==> config.mk <==
export PLATFORM = sky130hd
export DESIGN_NAME = usw_rx_wakeup
export DESIGN_NICKNAME = d
export VERILOG_FILES = /design/src/rtl/usw_pkg.sv /design/src/rtl/usw_rx_wakeup.sv
export SDC_FILE = /design/constraint.sdc
export NUM_CORES = 1
export LEC_CHECK = 0
export ABC_AREA = 1
export BUFFER_PORTS_ARGS = -buffer_cell sky130_fd_sc_hd__buf_4
export CORE_MARGIN = 2
export CORE_UTILIZATION = 55
export DETAILED_ROUTE_END_ITERATION = 8
export HOLD_SLACK_MARGIN = 0.08
export PLACE_DENSITY = 0.86
export SLEW_MARGIN = 20
export SYNTH_ARGS = -nofsm -noshare
export SYNTH_HDL_FRONTEND = slang
export SYNTH_SLANG_ARGS = --single-unit
==> constraint.sdc <==
create_clock -name clk_in -period 9.3 [get_ports clk_in]
set_clock_uncertainty 0.15 [all_clocks]
set_input_delay 2.325 -clock clk_in [delete_from_list [all_inputs] [get_ports clk_in]]
set_output_delay 2.325 -clock clk_in [all_outputs]
set_load 0.05 [all_outputs]
==> src/rtl/usw_pkg.sv <==
package usw_pkg;

  // register byte offsets
  localparam logic [7:0]  OFF_CTRL_ONE   = 8'h00;
  localparam logic [7:0]  OFF_CTRL_TWO   = 8'h04;
  localparam logic [7:0]  OFF_STATUS_ONE = 8'h08;
  localparam logic [7:0]  OFF_STATUS_TWO = 8'h0c;
  localparam logic [7:0]  OFF_DATA_PAIR  = 8'h10;
  localparam logic [7:0]  OFF_BAUD       = 8'h14;

  // field positions inside the 32-bit words
  localparam int unsigned CTL1_LSB  = 0;
  localparam int unsigned CTL1_W    = 5;
  localparam int unsigned CTL2_LSB  = 1;
  localparam int unsigned CTL2_W    = 7;
  localparam int unsigned FLAGS_LSB = 3;
  localparam int unsigned FLAGS_W   = 5;
  localparam int unsigned DIR_BIT   = 1;
  localparam int unsigned DATA_W    = 9;
  localparam int unsigned BAUD_W    = 16;

  // bus encodings
  localparam logic [1:0]  HTRANS_NONSEQ = 2'h2;
  localparam logic        HRESP_OKAY    = 1'h0;

  // sample slot indices, slot n held as n-1
  localparam logic [3:0]  SLOT_VER_A = 4'h2;
  localparam logic [3:0]  SLOT_VER_B = 4'h4;
  localparam logic [3:0]  SLOT_VER_C = 4'h6;
  localparam logic [3:0]  SLOT_MAJ_A = 4'h7;
  localparam logic [3:0]  SLOT_MAJ_B = 4'h8;
  localparam logic [3:0]  SLOT_MAJ_C = 4'h9;
  localparam logic [3:0]  SLOT_LAST  = 4'hf;
  localparam logic [3:0]  SLOT_AFTER_EDGE = 4'h1;

  // frame shapes
  localparam logic [3:0]  DATA_BITS_8 = 4'h8;
  localparam logic [3:0]  DATA_BITS_9 = 4'h9;
  localparam logic [3:0]  TX_FRAME_8  = 4'ha;
  localparam logic [3:0]  TX_FRAME_9  = 4'hb;
  localparam logic [7:0]  QUIET_8     = 8'ha0;
  localparam logic [7:0]  QUIET_9     = 8'hb0;
  localparam logic [2:0]  HIST_HIGH   = 3'h7;

  // reset values
  localparam logic [15:0] BAUD_RESET  = 16'h0036;

  typedef struct packed {
    logic        hsel;
    logic [31:0] haddr;
    logic [1:0]  htrans;
    logic        hwrite;
    logic [2:0]  hsize;
    logic [31:0] hwdata;
    logic        hready;
  } usw_ahb_req_t;

  typedef struct packed {
    logic [31:0] hrdata;
    logic        hreadyout;
    logic        hresp;
  } usw_ahb_rsp_t;

  typedef struct packed {
    logic m9;
    logic wake;
    logic quiet_count_start_select;
    logic receiver_source_select;
    logic internal_feedback_select;
  } usw_ctl1_t;

  typedef struct packed {
    logic empty_irq_on;
    logic complete_irq_on;
    logic full_irq_on;
    logic quiet_irq_on;
    logic te;
    logic re;
    logic rx_standby;
  } usw_ctl2_t;

  typedef struct packed {
    logic tx_empty_flag;
    logic tc;
    logic rx_full_flag;
    logic idle;
    logic ovr;
  } usw_flags_t;

  typedef enum logic [1:0] {RX_HUNT, RX_START, RX_DATA, RX_STOP} usw_rx_state_t;
  typedef enum logic {TX_IDLE, TX_SEND} usw_tx_state_t;

  typedef struct packed {
    usw_ctl1_t     ctl1;
    usw_ctl2_t     ctl2;
    logic          dir;
    logic [15:0]   baud;
    logic [15:0]   div_cnt;
    usw_flags_t    fl;
    usw_flags_t    arm;
    logic          idle_ok;
    logic [8:0]    rdr;
    logic [8:0]    tdr;
    logic          tx_pend;
    logic          rx_s1;
    logic          rx_s2;
    logic          pin_s1;
    logic          pin_s2;
    usw_rx_state_t rxs;
    logic [3:0]    rx_rt;
    logic [3:0]    rx_bits;
    logic [8:0]    rx_sh;
    logic [2:0]    smp;
    logic [2:0]    hist;
    logic [7:0]    quiet;
    usw_tx_state_t txs;
    logic [3:0]    tx_rt;
    logic [3:0]    tx_bits;
    logic [10:0]   tx_sh;
    logic          tx_line;
    logic          dp_on;
    logic          dp_wr;
    logic          rd_wait;
    logic [7:0]    dp_addr;
    logic [31:0]   rdata;
  } usw_st_t;

endpackage : usw_pkg

==> src/rtl/usw_rx_wakeup.sv <==
// Behaviour
// stop sampled slots 8-10, finish slot 10
// standby: load data, no full flag
// exit method bit: 0 idle, 1 address
// idle line clears standby in idle mode
// waking idle sets neither quiet nor full
// quiet count starts after start or stop
// high data msb marks address frame, wakes
// wake before stop, address frame sets full
// standby on idle line may wake at once
// single wire: receiver fed from tx pin
// direction bit: tx pin input or output
// software enables tx and rx first
// loop: transmitter output feeds receiver
// five status flags at bits 7..3
// enabled flags ORed onto one interrupt; overrun has no enable, full and quiet held off in standby
// empty on load, read-then-write clears
// complete when empty and idle, line high
// complete clears by sequence or queueing
// full on transfer, read-then-read clears
// overrun keeps old data, same clearing
// quiet after 10/11 ones, rearm by frame
// quiet cleared by status then data read
// sixteen sample slots per bit time
// ninth bit select sets msb, threshold
module usw_rx_wakeup (
  input  logic                  clk_in,
  input  logic                  rst_b_in,
  input  usw_pkg::usw_ahb_req_t ahb_in,
  input  logic                  rxd_in,
  input  logic                  txd_pin_in,
  output usw_pkg::usw_ahb_rsp_t ahb_out,
  output logic                  txd_out,
  output logic                  txd_oe_out,
  output logic                  irq_out
);

  usw_pkg::usw_st_t st;
  usw_pkg::usw_st_t next_st;

  logic       rt_tick;
  logic       rx_bit;
  logic [2:0] smp_now;
  logic       maj_now;
  logic [3:0] data_bits;
  logic [7:0] quiet_lim;
  logic       quiet_full;
  logic       last_data;
  logic       rx_done;
  logic [8:0] frame_word;
  logic       tx_load;
  logic       accept;
  logic       rd_now;
  logic       wr_now;
  logic       ready;

  // two of three vote, shared by start, data and stop sampling
  function automatic logic maj3(input logic [2:0] s);
    maj3 = (s[0] & s[1]) | (s[0] & s[2]) | (s[1] & s[2]);
  endfunction : maj3

  // true on any of the three centre sample slots
  function automatic logic centre_slot(input logic [3:0] rt);
    centre_slot = (rt == usw_pkg::SLOT_MAJ_A) || (rt == usw_pkg::SLOT_MAJ_B) || (rt == usw_pkg::SLOT_MAJ_C);
  endfunction : centre_slot

  // sample clock at sixteen ticks per bit; divisor zero stops it
  assign rt_tick = (st.baud != '0) && (st.div_cnt >= st.baud - 16'h0001);

  // receiver source selection; the raw pin is cut off whenever internal_feedback_select is set
  assign rx_bit = st.ctl1.internal_feedback_select ? (st.ctl1.receiver_source_select ? st.pin_s2 : st.tx_line) : st.rx_s2; // see R10

  assign smp_now    = {st.smp[1:0], rx_bit};
  assign maj_now    = maj3(smp_now);
  assign data_bits  = st.ctl1.m9 ? usw_pkg::DATA_BITS_9 : usw_pkg::DATA_BITS_8;
  assign quiet_lim  = st.ctl1.m9 ? usw_pkg::QUIET_9 : usw_pkg::QUIET_8;
  assign quiet_full = st.ctl2.re && (st.quiet == quiet_lim);
  assign last_data  = (st.rx_bits == data_bits - 4'h1);
  // frame ends at slot 10 of the stop bit, only with a good stop vote
  assign rx_done    = rt_tick && st.ctl2.re && (st.rxs == usw_pkg::RX_STOP)
                      && (st.rx_rt == usw_pkg::SLOT_MAJ_C) && maj_now;
  assign frame_word = st.ctl1.m9 ? st.rx_sh : {1'h0, st.rx_sh[8:1]};
  assign tx_load    = (st.txs == usw_pkg::TX_IDLE) && st.tx_pend && st.ctl2.te;

  // bus phases; reads take one wait state so read data comes from a flop
  assign accept = ahb_in.hsel && (ahb_in.htrans == usw_pkg::HTRANS_NONSEQ) && ahb_in.hready;
  assign rd_now = st.dp_on && !st.dp_wr && !st.rd_wait;
  assign wr_now = st.dp_on && st.dp_wr;
  assign ready  = !rd_now;

  assign ahb_out.hrdata    = st.rdata;
  assign ahb_out.hreadyout = ready;
  assign ahb_out.hresp     = usw_pkg::HRESP_OKAY;

  // pin drivers; shared wire turns round on the direction bit
  assign txd_out    = st.tx_line;
  assign txd_oe_out = !(st.ctl1.internal_feedback_select && st.ctl1.receiver_source_select && !st.dir);

  // full and quiet terms are held off in standby, overrun has no enable
  assign irq_out = (st.fl.tx_empty_flag & st.ctl2.empty_irq_on) | (st.fl.tc & st.ctl2.complete_irq_on) | st.fl.ovr
                   | (!st.ctl2.rx_standby & ((st.fl.rx_full_flag & st.ctl2.full_irq_on) | (st.fl.idle & st.ctl2.quiet_irq_on)));

  // whole next-state computation; hardware sets come last so they beat clears
  always_comb
  begin
    next_st = st;
    // pin synchronisers
    next_st.rx_s1  = rxd_in;
    next_st.rx_s2  = st.rx_s1;
    next_st.pin_s1 = txd_pin_in;
    next_st.pin_s2 = st.pin_s1;
    // sample clock divider
    if (st.baud == '0 || rt_tick)
      next_st.div_cnt = '0;
    else
      next_st.div_cnt = st.div_cnt + 16'h0001;

    // bus address phase capture
    if (ready)
    begin
      next_st.dp_on   = accept;
      next_st.dp_wr   = ahb_in.hwrite;
      next_st.dp_addr = ahb_in.haddr[7:0];
      next_st.rd_wait = 1'h0;
    end
    else
      next_st.rd_wait = 1'h1;

    // read data and read side effects
    if (rd_now)
    begin
      next_st.rdata = '0;
      case (st.dp_addr)
        usw_pkg::OFF_CTRL_ONE:
          next_st.rdata[usw_pkg::CTL1_LSB +: usw_pkg::CTL1_W] = st.ctl1;
        usw_pkg::OFF_CTRL_TWO:
          next_st.rdata[usw_pkg::CTL2_LSB +: usw_pkg::CTL2_W] = st.ctl2;
        usw_pkg::OFF_STATUS_ONE:
        begin
          next_st.rdata[usw_pkg::FLAGS_LSB +: usw_pkg::FLAGS_W] = st.fl;
          next_st.arm = st.fl; // only flags seen set may be cleared later
        end
        usw_pkg::OFF_STATUS_TWO:
          next_st.rdata[usw_pkg::DIR_BIT] = st.dir;
        usw_pkg::OFF_DATA_PAIR:
        begin
          next_st.rdata[usw_pkg::DATA_W-1:0] = st.rdr;
          if (st.arm.rx_full_flag)
            next_st.fl.rx_full_flag = 1'h0;
          if (st.arm.ovr)
            next_st.fl.ovr = 1'h0;
          if (st.arm.idle)
            next_st.fl.idle = 1'h0;
          next_st.arm.rx_full_flag = 1'h0;
          next_st.arm.ovr  = 1'h0;
          next_st.arm.idle = 1'h0;
        end
        usw_pkg::OFF_BAUD:
          next_st.rdata[usw_pkg::BAUD_W-1:0] = st.baud;
        default:
          next_st.rdata = '0;
      endcase
    end

    // register writes; unmapped writes are dropped
    if (wr_now)
    begin
      case (st.dp_addr)
        usw_pkg::OFF_CTRL_ONE:
          next_st.ctl1 = ahb_in.hwdata[usw_pkg::CTL1_LSB +: usw_pkg::CTL1_W]; // see R3
        usw_pkg::OFF_CTRL_TWO:
          next_st.ctl2 = ahb_in.hwdata[usw_pkg::CTL2_LSB +: usw_pkg::CTL2_W];
        usw_pkg::OFF_STATUS_TWO:
          next_st.dir = ahb_in.hwdata[usw_pkg::DIR_BIT];
        usw_pkg::OFF_DATA_PAIR:
        begin
          next_st.tdr     = ahb_in.hwdata[usw_pkg::DATA_W-1:0];
          next_st.tx_pend = 1'h1;
          if (st.arm.tx_empty_flag)
            next_st.fl.tx_empty_flag = 1'h0;
          if (st.arm.tc)
            next_st.fl.tc = 1'h0;
          next_st.arm.tx_empty_flag = 1'h0;
          next_st.arm.tc   = 1'h0;
        end
        usw_pkg::OFF_BAUD:
          next_st.baud = ahb_in.hwdata[usw_pkg::BAUD_W-1:0];
        default:
          next_st.baud = st.baud;
      endcase
    end

    // receiver; idle when disabled so a late enable starts clean
    if (!st.ctl2.re)
    begin
      next_st.rxs   = usw_pkg::RX_HUNT;
      next_st.quiet = '0;
      next_st.hist  = '0;
    end
    else if (rt_tick)
    begin
      next_st.hist  = {st.hist[1:0], rx_bit};
      next_st.rx_rt = st.rx_rt + 4'h1;
      // quiet count: a zero restarts it; with ilt set the frame body does too
      if (!rx_bit || (st.ctl1.quiet_count_start_select && st.rxs != usw_pkg::RX_HUNT))
        next_st.quiet = '0;
      else if (st.quiet != quiet_lim)
        next_st.quiet = st.quiet + 8'h01;
      if (centre_slot(st.rx_rt) || st.rx_rt == usw_pkg::SLOT_VER_A
          || st.rx_rt == usw_pkg::SLOT_VER_B || st.rx_rt == usw_pkg::SLOT_VER_C)
        next_st.smp = smp_now;
      case (st.rxs)
        usw_pkg::RX_HUNT:
        begin
          next_st.rx_rt = '0;
          // falling edge after three highs starts the frame
          if (!rx_bit && st.hist == usw_pkg::HIST_HIGH)
          begin
            next_st.rxs   = usw_pkg::RX_START;
            next_st.rx_rt = usw_pkg::SLOT_AFTER_EDGE;
          end
        end
        usw_pkg::RX_START:
        begin
          // noise that votes high at slots 3, 5, 7 restarts the search
          if (st.rx_rt == usw_pkg::SLOT_VER_C && maj_now)
            next_st.rxs = usw_pkg::RX_HUNT;
          else if (st.rx_rt == usw_pkg::SLOT_LAST)
          begin
            next_st.rxs     = usw_pkg::RX_DATA;
            next_st.rx_bits = '0;
          end
        end
        usw_pkg::RX_DATA:
        begin
          if (st.rx_rt == usw_pkg::SLOT_MAJ_C)
          begin
            next_st.rx_sh = {maj_now, st.rx_sh[8:1]};
            // address mark wakes before the stop bit arrives
            if (last_data && maj_now && st.ctl1.wake && st.ctl2.rx_standby)
              next_st.ctl2.rx_standby = 1'h0; // see R7 see R8
          end
          if (st.rx_rt == usw_pkg::SLOT_LAST)
          begin
            next_st.rx_bits = st.rx_bits + 4'h1;
            if (last_data)
              next_st.rxs = usw_pkg::RX_STOP;
          end
        end
        usw_pkg::RX_STOP:
        begin
          // stop votes at slots 8-10, then hunt at once to tolerate fast senders
          if (st.rx_rt == usw_pkg::SLOT_MAJ_C)
            next_st.rxs = usw_pkg::RX_HUNT;
        end
        default:
          next_st.rxs = usw_pkg::RX_HUNT;
      endcase
    end

    // completed frame lands in the data register unless it overruns
    if (rx_done)
    begin
      if (st.ctl2.rx_standby)
        next_st.rdr = frame_word;
      else if (next_st.fl.rx_full_flag)
        next_st.fl.ovr = 1'h1;
      else
      begin
        next_st.rdr     = frame_word;
        next_st.fl.rx_full_flag = 1'h1; // see R19
        next_st.idle_ok = 1'h1;
      end
    end

    // idle line: wake in idle mode, else raise the quiet flag once
    if (quiet_full)
    begin
      if (st.ctl2.rx_standby && !st.ctl1.wake)
      begin
        next_st.ctl2.rx_standby = 1'h0; // see R4
        next_st.idle_ok  = 1'h0;
      end
      else if (!st.ctl2.rx_standby && st.idle_ok)
      begin
        next_st.fl.idle = 1'h1;
        next_st.idle_ok = 1'h0;
      end
    end

    // transmitter; tick phase is not aligned to the load, start bit may lose a tick
    if (!st.ctl2.te)
    begin
      next_st.txs     = usw_pkg::TX_IDLE;
      next_st.tx_line = 1'h1;
    end
    else if (tx_load)
    begin
      next_st.txs     = usw_pkg::TX_SEND;
      next_st.tx_rt   = '0;
      next_st.tx_line = 1'h0;
      next_st.tx_pend = 1'h0;
      next_st.fl.tx_empty_flag = 1'h1;
      if (st.ctl1.m9)
      begin
        next_st.tx_sh   = {2'h3, st.tdr};
        next_st.tx_bits = usw_pkg::TX_FRAME_9 - 4'h1;
      end
      else
      begin
        next_st.tx_sh   = {3'h7, st.tdr[7:0]};
        next_st.tx_bits = usw_pkg::TX_FRAME_8 - 4'h1;
      end
    end
    else if (st.txs == usw_pkg::TX_SEND && rt_tick)
    begin
      next_st.tx_rt = st.tx_rt + 4'h1;
      if (st.tx_rt == usw_pkg::SLOT_LAST)
      begin
        if (st.tx_bits == '0)
        begin
          next_st.txs     = usw_pkg::TX_IDLE;
          next_st.tx_line = 1'h1;
        end
        else
        begin
          next_st.tx_line = st.tx_sh[0];
          next_st.tx_sh   = {1'h1, st.tx_sh[10:1]};
          next_st.tx_bits = st.tx_bits - 4'h1;
        end
      end
    end

    // complete flag: queued data clears it, an idle empty transmitter sets it
    if (next_st.tx_pend)
      next_st.fl.tc = 1'h0;
    else if (st.fl.tx_empty_flag && st.txs == usw_pkg::TX_IDLE && !tx_load)
      next_st.fl.tc = 1'h1;
  end

  // state register; reset values are constants only
  always_ff @(posedge clk_in or negedge rst_b_in)
  begin
    if (!rst_b_in)
    begin
      st         <= '0;
      st.baud    <= usw_pkg::BAUD_RESET;
      st.fl.tx_empty_flag <= 1'h1;
      st.fl.tc   <= 1'h1;
      st.idle_ok <= 1'h1;
      st.tx_line <= 1'h1;
      st.rx_s1   <= 1'h1;
      st.rx_s2   <= 1'h1;
      st.pin_s1  <= 1'h1;
      st.pin_s2  <= 1'h1;
    end
    else
      st <= next_st;
  end
endmodule : usw_rx_wakeup

# Yosys cells after proc, flatten, opt, wreduce, memory -nomap -nowiden
# Index checks and enable logic that the tools add are counted.
[totals]
register_bits = 160
latchBits = 0
mem_bits_rw = 0
mem_bits_ro = 0
inputBits = 76
output_inout_bits = 37
word_cells = 274
mem_count = 0
[classes]
add_sub_neg = 8
mul = 0
div_mod_pow = 0
n_lt_le_gt_ge = 1
eq_ne = 36
shifts = 0
mux = 91
bitwise = 15
reduce_logical = 73
[ops]
columns = ["cell", "n"]
rows = [
  ["$mux W16", 3],
  ["$mux W1", 43],
  ["$mux W21", 2],
  ["$mux W9", 4],
  ["$mux W33", 1],
  ["$logic_and A1 B1 Y1", 26],
  ["$mux W8", 3],
  ["$mux W2", 11],
  ["$reduce_and A2 Y1", 11],
  ["$mux W10", 2],
  ["$mux W18", 1],
  ["$add A16 B1 Y16 const B", 1],
  ["$eq A4 B4 Y1 const B", 4],
  ["$eq A8 B4 Y1 const B", 2],
  ["$eq A8 B5 Y1 const B", 2],
  ["$ge A16 B16 Y1", 1],
  ["$logic_not A16 Y1", 1],
  ["$mux W4", 4],
  ["$reduce_bool A16 Y1", 1],
  ["$sub A16 B1 Y16 const B", 1],
  ["$mux W15", 1],
  ["$mux W13", 1],
  ["$add A4 B1 Y4 const B", 3],
  ["$eq A4 B3 Y1 const B", 3],
  ["other kinds (43)", 92],
]

# Logic depth before layout (Yosys ltp)
# Gate-level depths: netlist (run 1).
[depth]
ltp_word = 15
ltp_mapped = 22
depth_no_buf = 22

# Worst setup path after synthesis (run 1)
# OpenSTA, ideal clock, no wires.
[synth_timing]
path_type = "register -> output"
startpoint = "register st[41] in the netlist's numbering"
endpoint = "output ahb_out[1] in the netlist's numbering"
arrival_time_ns = 1.157
t_required_ns = 6.825
slack_ns = 5.668
path_stages_with_launch = 5
path_buffers = 2
path_cell_list = "dfrtp_1 -> nor3_2 -> inv_2 -> clkbuf_1 -> buf_4"
[synth_via]
elab_chain_cells = 4
[synth_rtl]
columns = ["element", "line", "source"]
rows = [
  ["start, declared", "usw_rx_wakeup.sv:38", "usw_pkg::usw_st_t st;"],
  ["start signal, assigned", "usw_rx_wakeup.sv:358", "st <= next_st;"],
  ["$logic_not A1 Y1", "usw_rx_wakeup.sv:87", "assign rd_now = st.dp_on && !st.dp_wr && !st.rd_wait;"],
  ["$logic_and A1 B1 Y1 (2 in series)", "usw_rx_wakeup.sv:87", ""],
  ["$logic_not A1 Y1", "usw_rx_wakeup.sv:89", "assign ready = !rd_now;"],
  ["end, declared", "usw_rx_wakeup.sv:32", "output usw_pkg::usw_ahb_rsp_t ahb_out,"],
]
# Every way passes these cells.

==> out/metrics.csv, run 1 <==
metric,value,unit
row cnt,45,
final-report setup violation count,0,
root buf cell,clkbuf_16,
Max VDD drop,166.4,µV
Placed Cells,1263,
clock-pin slew on the worst setup and hold paths,0.07,ns
Post-Route WL,19040,µm
crit-path cells,nor3_2 -> inv_2 -> buf_4,
CP max stage cell,nor3_2,
"slowest stage delay, CP",0.70,ns
initial antenna violation count,0,
Placed Area,0.008875,mm²
Fmax,205.7,MHz
GRT overflow,0,
Yosys reg bits,159,
Num CTS Buffers,17,
Clock Latency Late Sink,0.44,ns
Synth area leader,dfrtp_1,
routed via count,7117,
final hold vios,0,
CP max FO,43,
vias in the first global route,6760,
Pins Over Slew Limit,0,
total track usage,24.01,%
P&R area growth vs syn,11.68,%
Initial Util,56.16,%
Hold Path Class,reg -> reg,
wire per inst,14.70,µm
post-detail-place hpwl,13160,µm
first-pass GRT wire length,31380,µm
Synth cell types,48,
chip height,128.6,µm
"top cells by area, synth","dfrtp_1 43%, nand2_1 12%, inv_1 6.0%",
CTS Buffer Depth,2,
Power Total,0.001715,W
design area,0.009535,mm²
Sum Neg Setup Slack,0,ns
Yosys top cell area share,43.08,%
Hold WS,0.2223,ns
drt drc,0,
PostCTS Resize Cnt,0,
"Top FF cell, synth",dfrtp_1,
Ant. Diodes,0,
Worst setup SP type,flop,
Core Region,0.01520,mm²
Yosys Warn Count,0,
Crit Path Class,reg -> out,
Die X,128.6,µm
post-route ant nets,0,
CP required,6.83,ns
period utilization,52.27,%
CTS H-tree lvls,4,
buffer count from post-CTS setup fixing,0,
fin cells,1295,
layout cells sized above 1,12.56,%
share of synthesized registers carrying an async set or reset,100.0,%
Cell Pwr Density,179.8,mW/mm²
final worst path period need,4.861,ns
Post-Syn Instances,1062,
pin count of the biggest net entering global routing,84,
Slew HR,35.23,%
Lkg Pwr,4.954,nW
outcome,"complete, no violations",
Layout Nets,1198,
Pre-Repair DR Iteration Count,5,
CP Capture Type,output port,
Synth Area per Inst,8.040,µm²
I/O pins,113,
via-per-instance ratio,5.496,
register area share after synthesis,46.78,%
final estimated routing congestion in global placement,0.9341,
synthesized area,0.008538,mm²
Port Buf Inserts,52,
CTS tree,yes,
First DRT Iteration DRCs,668,
max-cap violations,0,
# clock sinks,159,
Critical Path AT,2.39,ns
Die ar.,0.01654,mm²
hold buffers post-CTS,0,
RSZ-0062 raised after global routing,no,
Post-synth EDFFs,0,
Slew @ Worst Pin,0.9693,ns
-- path summary, 6_finish.rpt --
check                              to  slack (ns)  depth (start not counted)        start
max in group asynchronous     st[115]        6.02                          2     rst_b_in
hold reg to reg                st[99]        0.22                          0  next_st[99]
hold / removal                 st[99]        0.22                          0  next_st[99]
setup reg to reg              st[164]        5.57                         20      st[150]
setup / recovery           ahb_out[1]        4.44                          3       st[41]
min in group asynchronous     st[143]        1.76                          1     rst_b_in
-- final cells by class --
class                      count  area [µm²]
fill                        1215        5667
sequential                   159        3994
multi-input combinational    716        3685
inverter                     145       544.3
clock buffer                  20       446.7
timing repair buffer          55       420.4
tap                          188       235.2
clock inverter                12       210.2
-- critical path, delay by kind of cell, from the launching register on --
family,cells,cell delay (ns)
buffers and inverters,2,0.86
and+or+nand+nor,1,0.70
DFF,1,0.39
-- metal layers --
metal	share of wire, %	vias up	global-route usage [%]
met2	49	275	40.11
met4	2.7	0	10.17
met3	6.4	52	5.489
met5	0	-	0
met1	42	3364	30.26
li1	-	3426	-
-- cell usage in the layout, fill, tap and decap left out, types with 5 or more instances in the layout --
cell type	count
xor2_1	21
conb_1	17
inv_2	7
clkbuf_16	17
a21oi_1	36
nand2_2	6
or2_2	6
clkinv_4	5
o2111ai_1	6
inv_1	137
nand4_1	13
nand2_1	266
o21ai_1	12
dfstp_2	12
nor3_1	16
dfrtp_1	147
ha_1	28
o31ai_1	8
bufinv_16	5
nor2_1	87
o21ai_0	95
nor2_2	7
nand3_1	51
buf_4	53
-- cells by family after synthesis --
group           count (synthesis)  share of synthesized area [%]
simple gates                  473                          24.55
other cells                     1                        0.04392
fa+ha+maj                      28                          4.103
flops                         159                          46.78
compound gates                172                          11.06
buf+inv                       203                          10.77
xor+xnor                       24                          2.462
mux                             2                         0.2345
-- metrics by stage --
stage | setup WS [ns] | utilization (%)
global placement | 4.984 | 58.38
detailed placement | 4.980 | 58.38
global route | 4.267 | 62.72
floorplan | 5.668 | -
CTS | 4.458 | 62.70
finish | 4.439 | 62.72
-- synth_stat cells, drive strengths merged, types with 2 or more instances --
library cell	count
a211oi	2
a21oi	36
buf	41
clkbuf	17
dfrtp	147
dfstp	12
ha	28
inv	144
mux2i	2
nand2	276
nand3	57
nand3b	2
nand4	13
nor2	98
nor3	18
nor4	2
o2111ai	6
o21ai	107
o221ai	2
o22ai	4
o31ai	8
or2	6
xnor2	3
xor2	21
-- power by group --
part	internal (W)	total (W)	switching (W)	leakage (nW)
Combinational	0.0000619	0.000188	0.000126	2.65
Sequential	0.000726	0.000752	0.0000259	1.99
Clock	0.000486	0.000774	0.000288	0.315
Total	0.00127	0.00171	0.000440	4.95
-- flip-flops by register name, indices dropped and copies added (netlist names) --
signal / cells
st: 138
smp_now: 2
next_st: 2
ahb_out: 16
txd_out: 1
Power figures use the tool's default switching activity.
==> run 2, diff against run 1 <==
--- a/config.mk
+++ b/config.mk
@@ -8,7 +8,7 @@
 export ABC_AREA = 1
 export BUFFER_PORTS_ARGS = -buffer_cell sky130_fd_sc_hd__buf_4
 export CORE_MARGIN = 2
-export CORE_UTILIZATION = 55
+export CORE_UTILIZATION = 53
 export DETAILED_ROUTE_END_ITERATION = 8
 export HOLD_SLACK_MARGIN = 0.08
 export PLACE_DENSITY = 0.86
==> constraint.sdc (replaced) <==
create_clock -name clk_in -period 4.4 [get_ports clk_in]
set_clock_uncertainty 0.15 [all_clocks]
set_input_delay 1.1 -clock clk_in [delete_from_list [all_inputs] [get_ports clk_in]]
set_output_delay 1.1 -clock clk_in [all_outputs]
set_load 0.05 [all_outputs]
==> out/metrics.csv, run 2 (same netlist as run 1, synthesis figures left out) <==
metric,value,unit
CTS tree,yes,
Hold Path Class,reg -> reg,
final estimated routing congestion in global placement,0.8929,
Critical Path AT,3.88,ns
Worst R2R Path Depth,20,
final hold vios,0,
register area,0.003994,mm²
sw frac,28.26,%
RR Endpoint,st[164],
CTS Buffer Depth,2,
P_sw,0.0009489,W
buffer count from post-CTS setup fixing,0,
Die ar.,0.01714,mm²
Layout Nets,1201,
Sum Neg Setup Slack,0,ns
Pre-Repair DR Iteration Count,5,
chip height,130.9,µm
final worst path period need,3.703,ns
power share of the sequential group,47.4,%
Power Total,0.003358,W
drt drc,0,
# clock sinks,159,
CP required,4.57,ns
I/O pins,113,
crit-path cells,inv_2 -> nand4_1 -> nor2_1 -> nand3_1 -> nor2_1 -> nand2_1 -> nor2_1 -> nand3_1 -> xor2_1 -> inv_1 -> ha_1 -> nand2_1 -> nor3_1 -> nand2_1 -> nand2_2 -> nand3_2 -> inv_2 -> nand2_4 -> nor2_1 -> a21oi_1,
layout cells sized above 1,12.97,%
Port Buf Inserts,52,
P_int,0.002409,W
P&R area growth vs syn,11.01,%
First DRT Iteration DRCs,620,
outcome,"complete, no violations",
PostCTS Resize Cnt,0,
Lkg Pwr,4.920,nW
FF-to-FF Start,st[150],
vias in the first global route,6654,
hold buffers post-CTS,0,
max reg flops,138,
total track usage,22.94,%
CP max FO,19,
RSZ-0062 raised after global routing,no,
Layout Utilization,59.88,%
via-per-instance ratio,5.292,
Worst path top cell family by delay,simple AND/OR/NAND/NOR gates,
period utilization,84.17,%
Fmax,270.0,MHz
Placed Cells,1294,
wire per inst,14.05,µm
Clock power frac,40.8,%
Crit Path Class,reg -> reg,
Post-Route WL,18630,µm
Max VDD drop,298.3,µV
routed via count,7017,
Worst Hold Endpoint,st[99],
root buf cell,clkbuf_16,
Hold Crit Start,next_st[99],
Placed Area,0.008932,mm²
crit path buf inv count,3,
max-cap violations,0,
CP max stage cell,dfrtp_1,
Ant. Diodes,0,
Cell Pwr Density,354.3,mW/mm²
first-pass GRT wire length,30850,µm
clock-pin slew on the worst setup and hold paths,0.07,ns
multi-input combinational cell area,0.003685,mm²
Worst setup SP type,flop,
post-detail-place hpwl,13600,µm
fin cells,1326,
Slew @ Worst Pin,0.9756,ns
CP Capture Type,flop,
most frequent cells in the layout,"266 x nand2_1, 147 x dfrtp_1, 137 x inv_1",
Reg with most FFs,st,
Core Region,0.01583,mm²
Num CTS Buffers,17,
"reg-to-reg slack, setup",0.70,ns
initial antenna violation count,0,
Die X,130.9,µm
FILL cells,1290,
"commonest non-fill, non-tap cell in the layout",nand2_1,
hold path cells,0,
Initial Util,53.94,%
Slew HR,34.80,%
cell mode on critical path,nor2_1,
final-report setup violation count,0,
"slowest stage delay, CP",0.39,ns
row cnt,46,
design area,0.009478,mm²
Clock Latency Late Sink,0.44,ns
GRT overflow,0,
pin count of the biggest net entering global routing,69,
CTS H-tree lvls,4,
Pins Over Slew Limit,0,
Combinational Power Share,11.8,%
post-route ant nets,0,
==> run 2: changes by cell type in the layout (fill, tap and decap cells not counted) <==
cell        before  now
buf_4           53   57
clkinvlp_4       1    3
clkinv_4         5    2
buf_6            2    1
clkinv_2         0    4
inv_6            1    4
bufinv_16        5    0
clkbuf_1         2    0
inv_8            0    1
==> run 2: cell type report <==
type	instances	share of cell area (%)
Clock buffer	18	4.634
Clock inverter	14	1.122
Inverter	145	5.743
Multi-Input combinational cell	716	38.88
Sequential cell	159	42.14
Tap cell	216	2.851
Timing Repair Buffer	58	4.634
==> run 2: layer usage <==
metal	track usage [%]	part of all wire [%]	up-vias
met5	0	0	-
met4	10.45	2.6	0
met3	4.112	5.7	44
met2	39.00	50	213
met1	28.66	42	3332
li1	-	-	3428
==> run 2: stage by stage <==
step	hold WS, ns	worst slack [ns]
6_report	0.2207	0.6965
3_3_place_gp	0.2104	0.8416
4_1_cts	0.2199	0.7235
3_5_place_dp	0.2105	0.7527
2_1_floorplan	0.1952	1.369
5_1_grt	0.2264	0.3442
==> run 2: power groups by stage <==
stage	Clock, W	Sequential [W]	Combinational, W
floorplan	0	0.00161	0.000283
CTS	0.00139	0.00159	0.000396
global route	0.00146	0.00160	0.000442
detailed placement	0	0.00161	0.000394
finish	0.00137	0.00159	0.000396
global placement	0	0.00161	0.000377
==> run 2: worst max-delay path by stage <==
| stage | from | end | cells past startpoint |
|---|---|---|---|
| after detailed placement | st[150] | st[164] | 20 |
| after global placement | st[150] | st[164] | 20 |
| after CTS | st[150] | st[164] | 20 |
| final | st[150] | st[164] | 20 |
| after floorplan | st[150] | st[50] | 21 |
| after global routing | st[150] | st[47] | 21 |
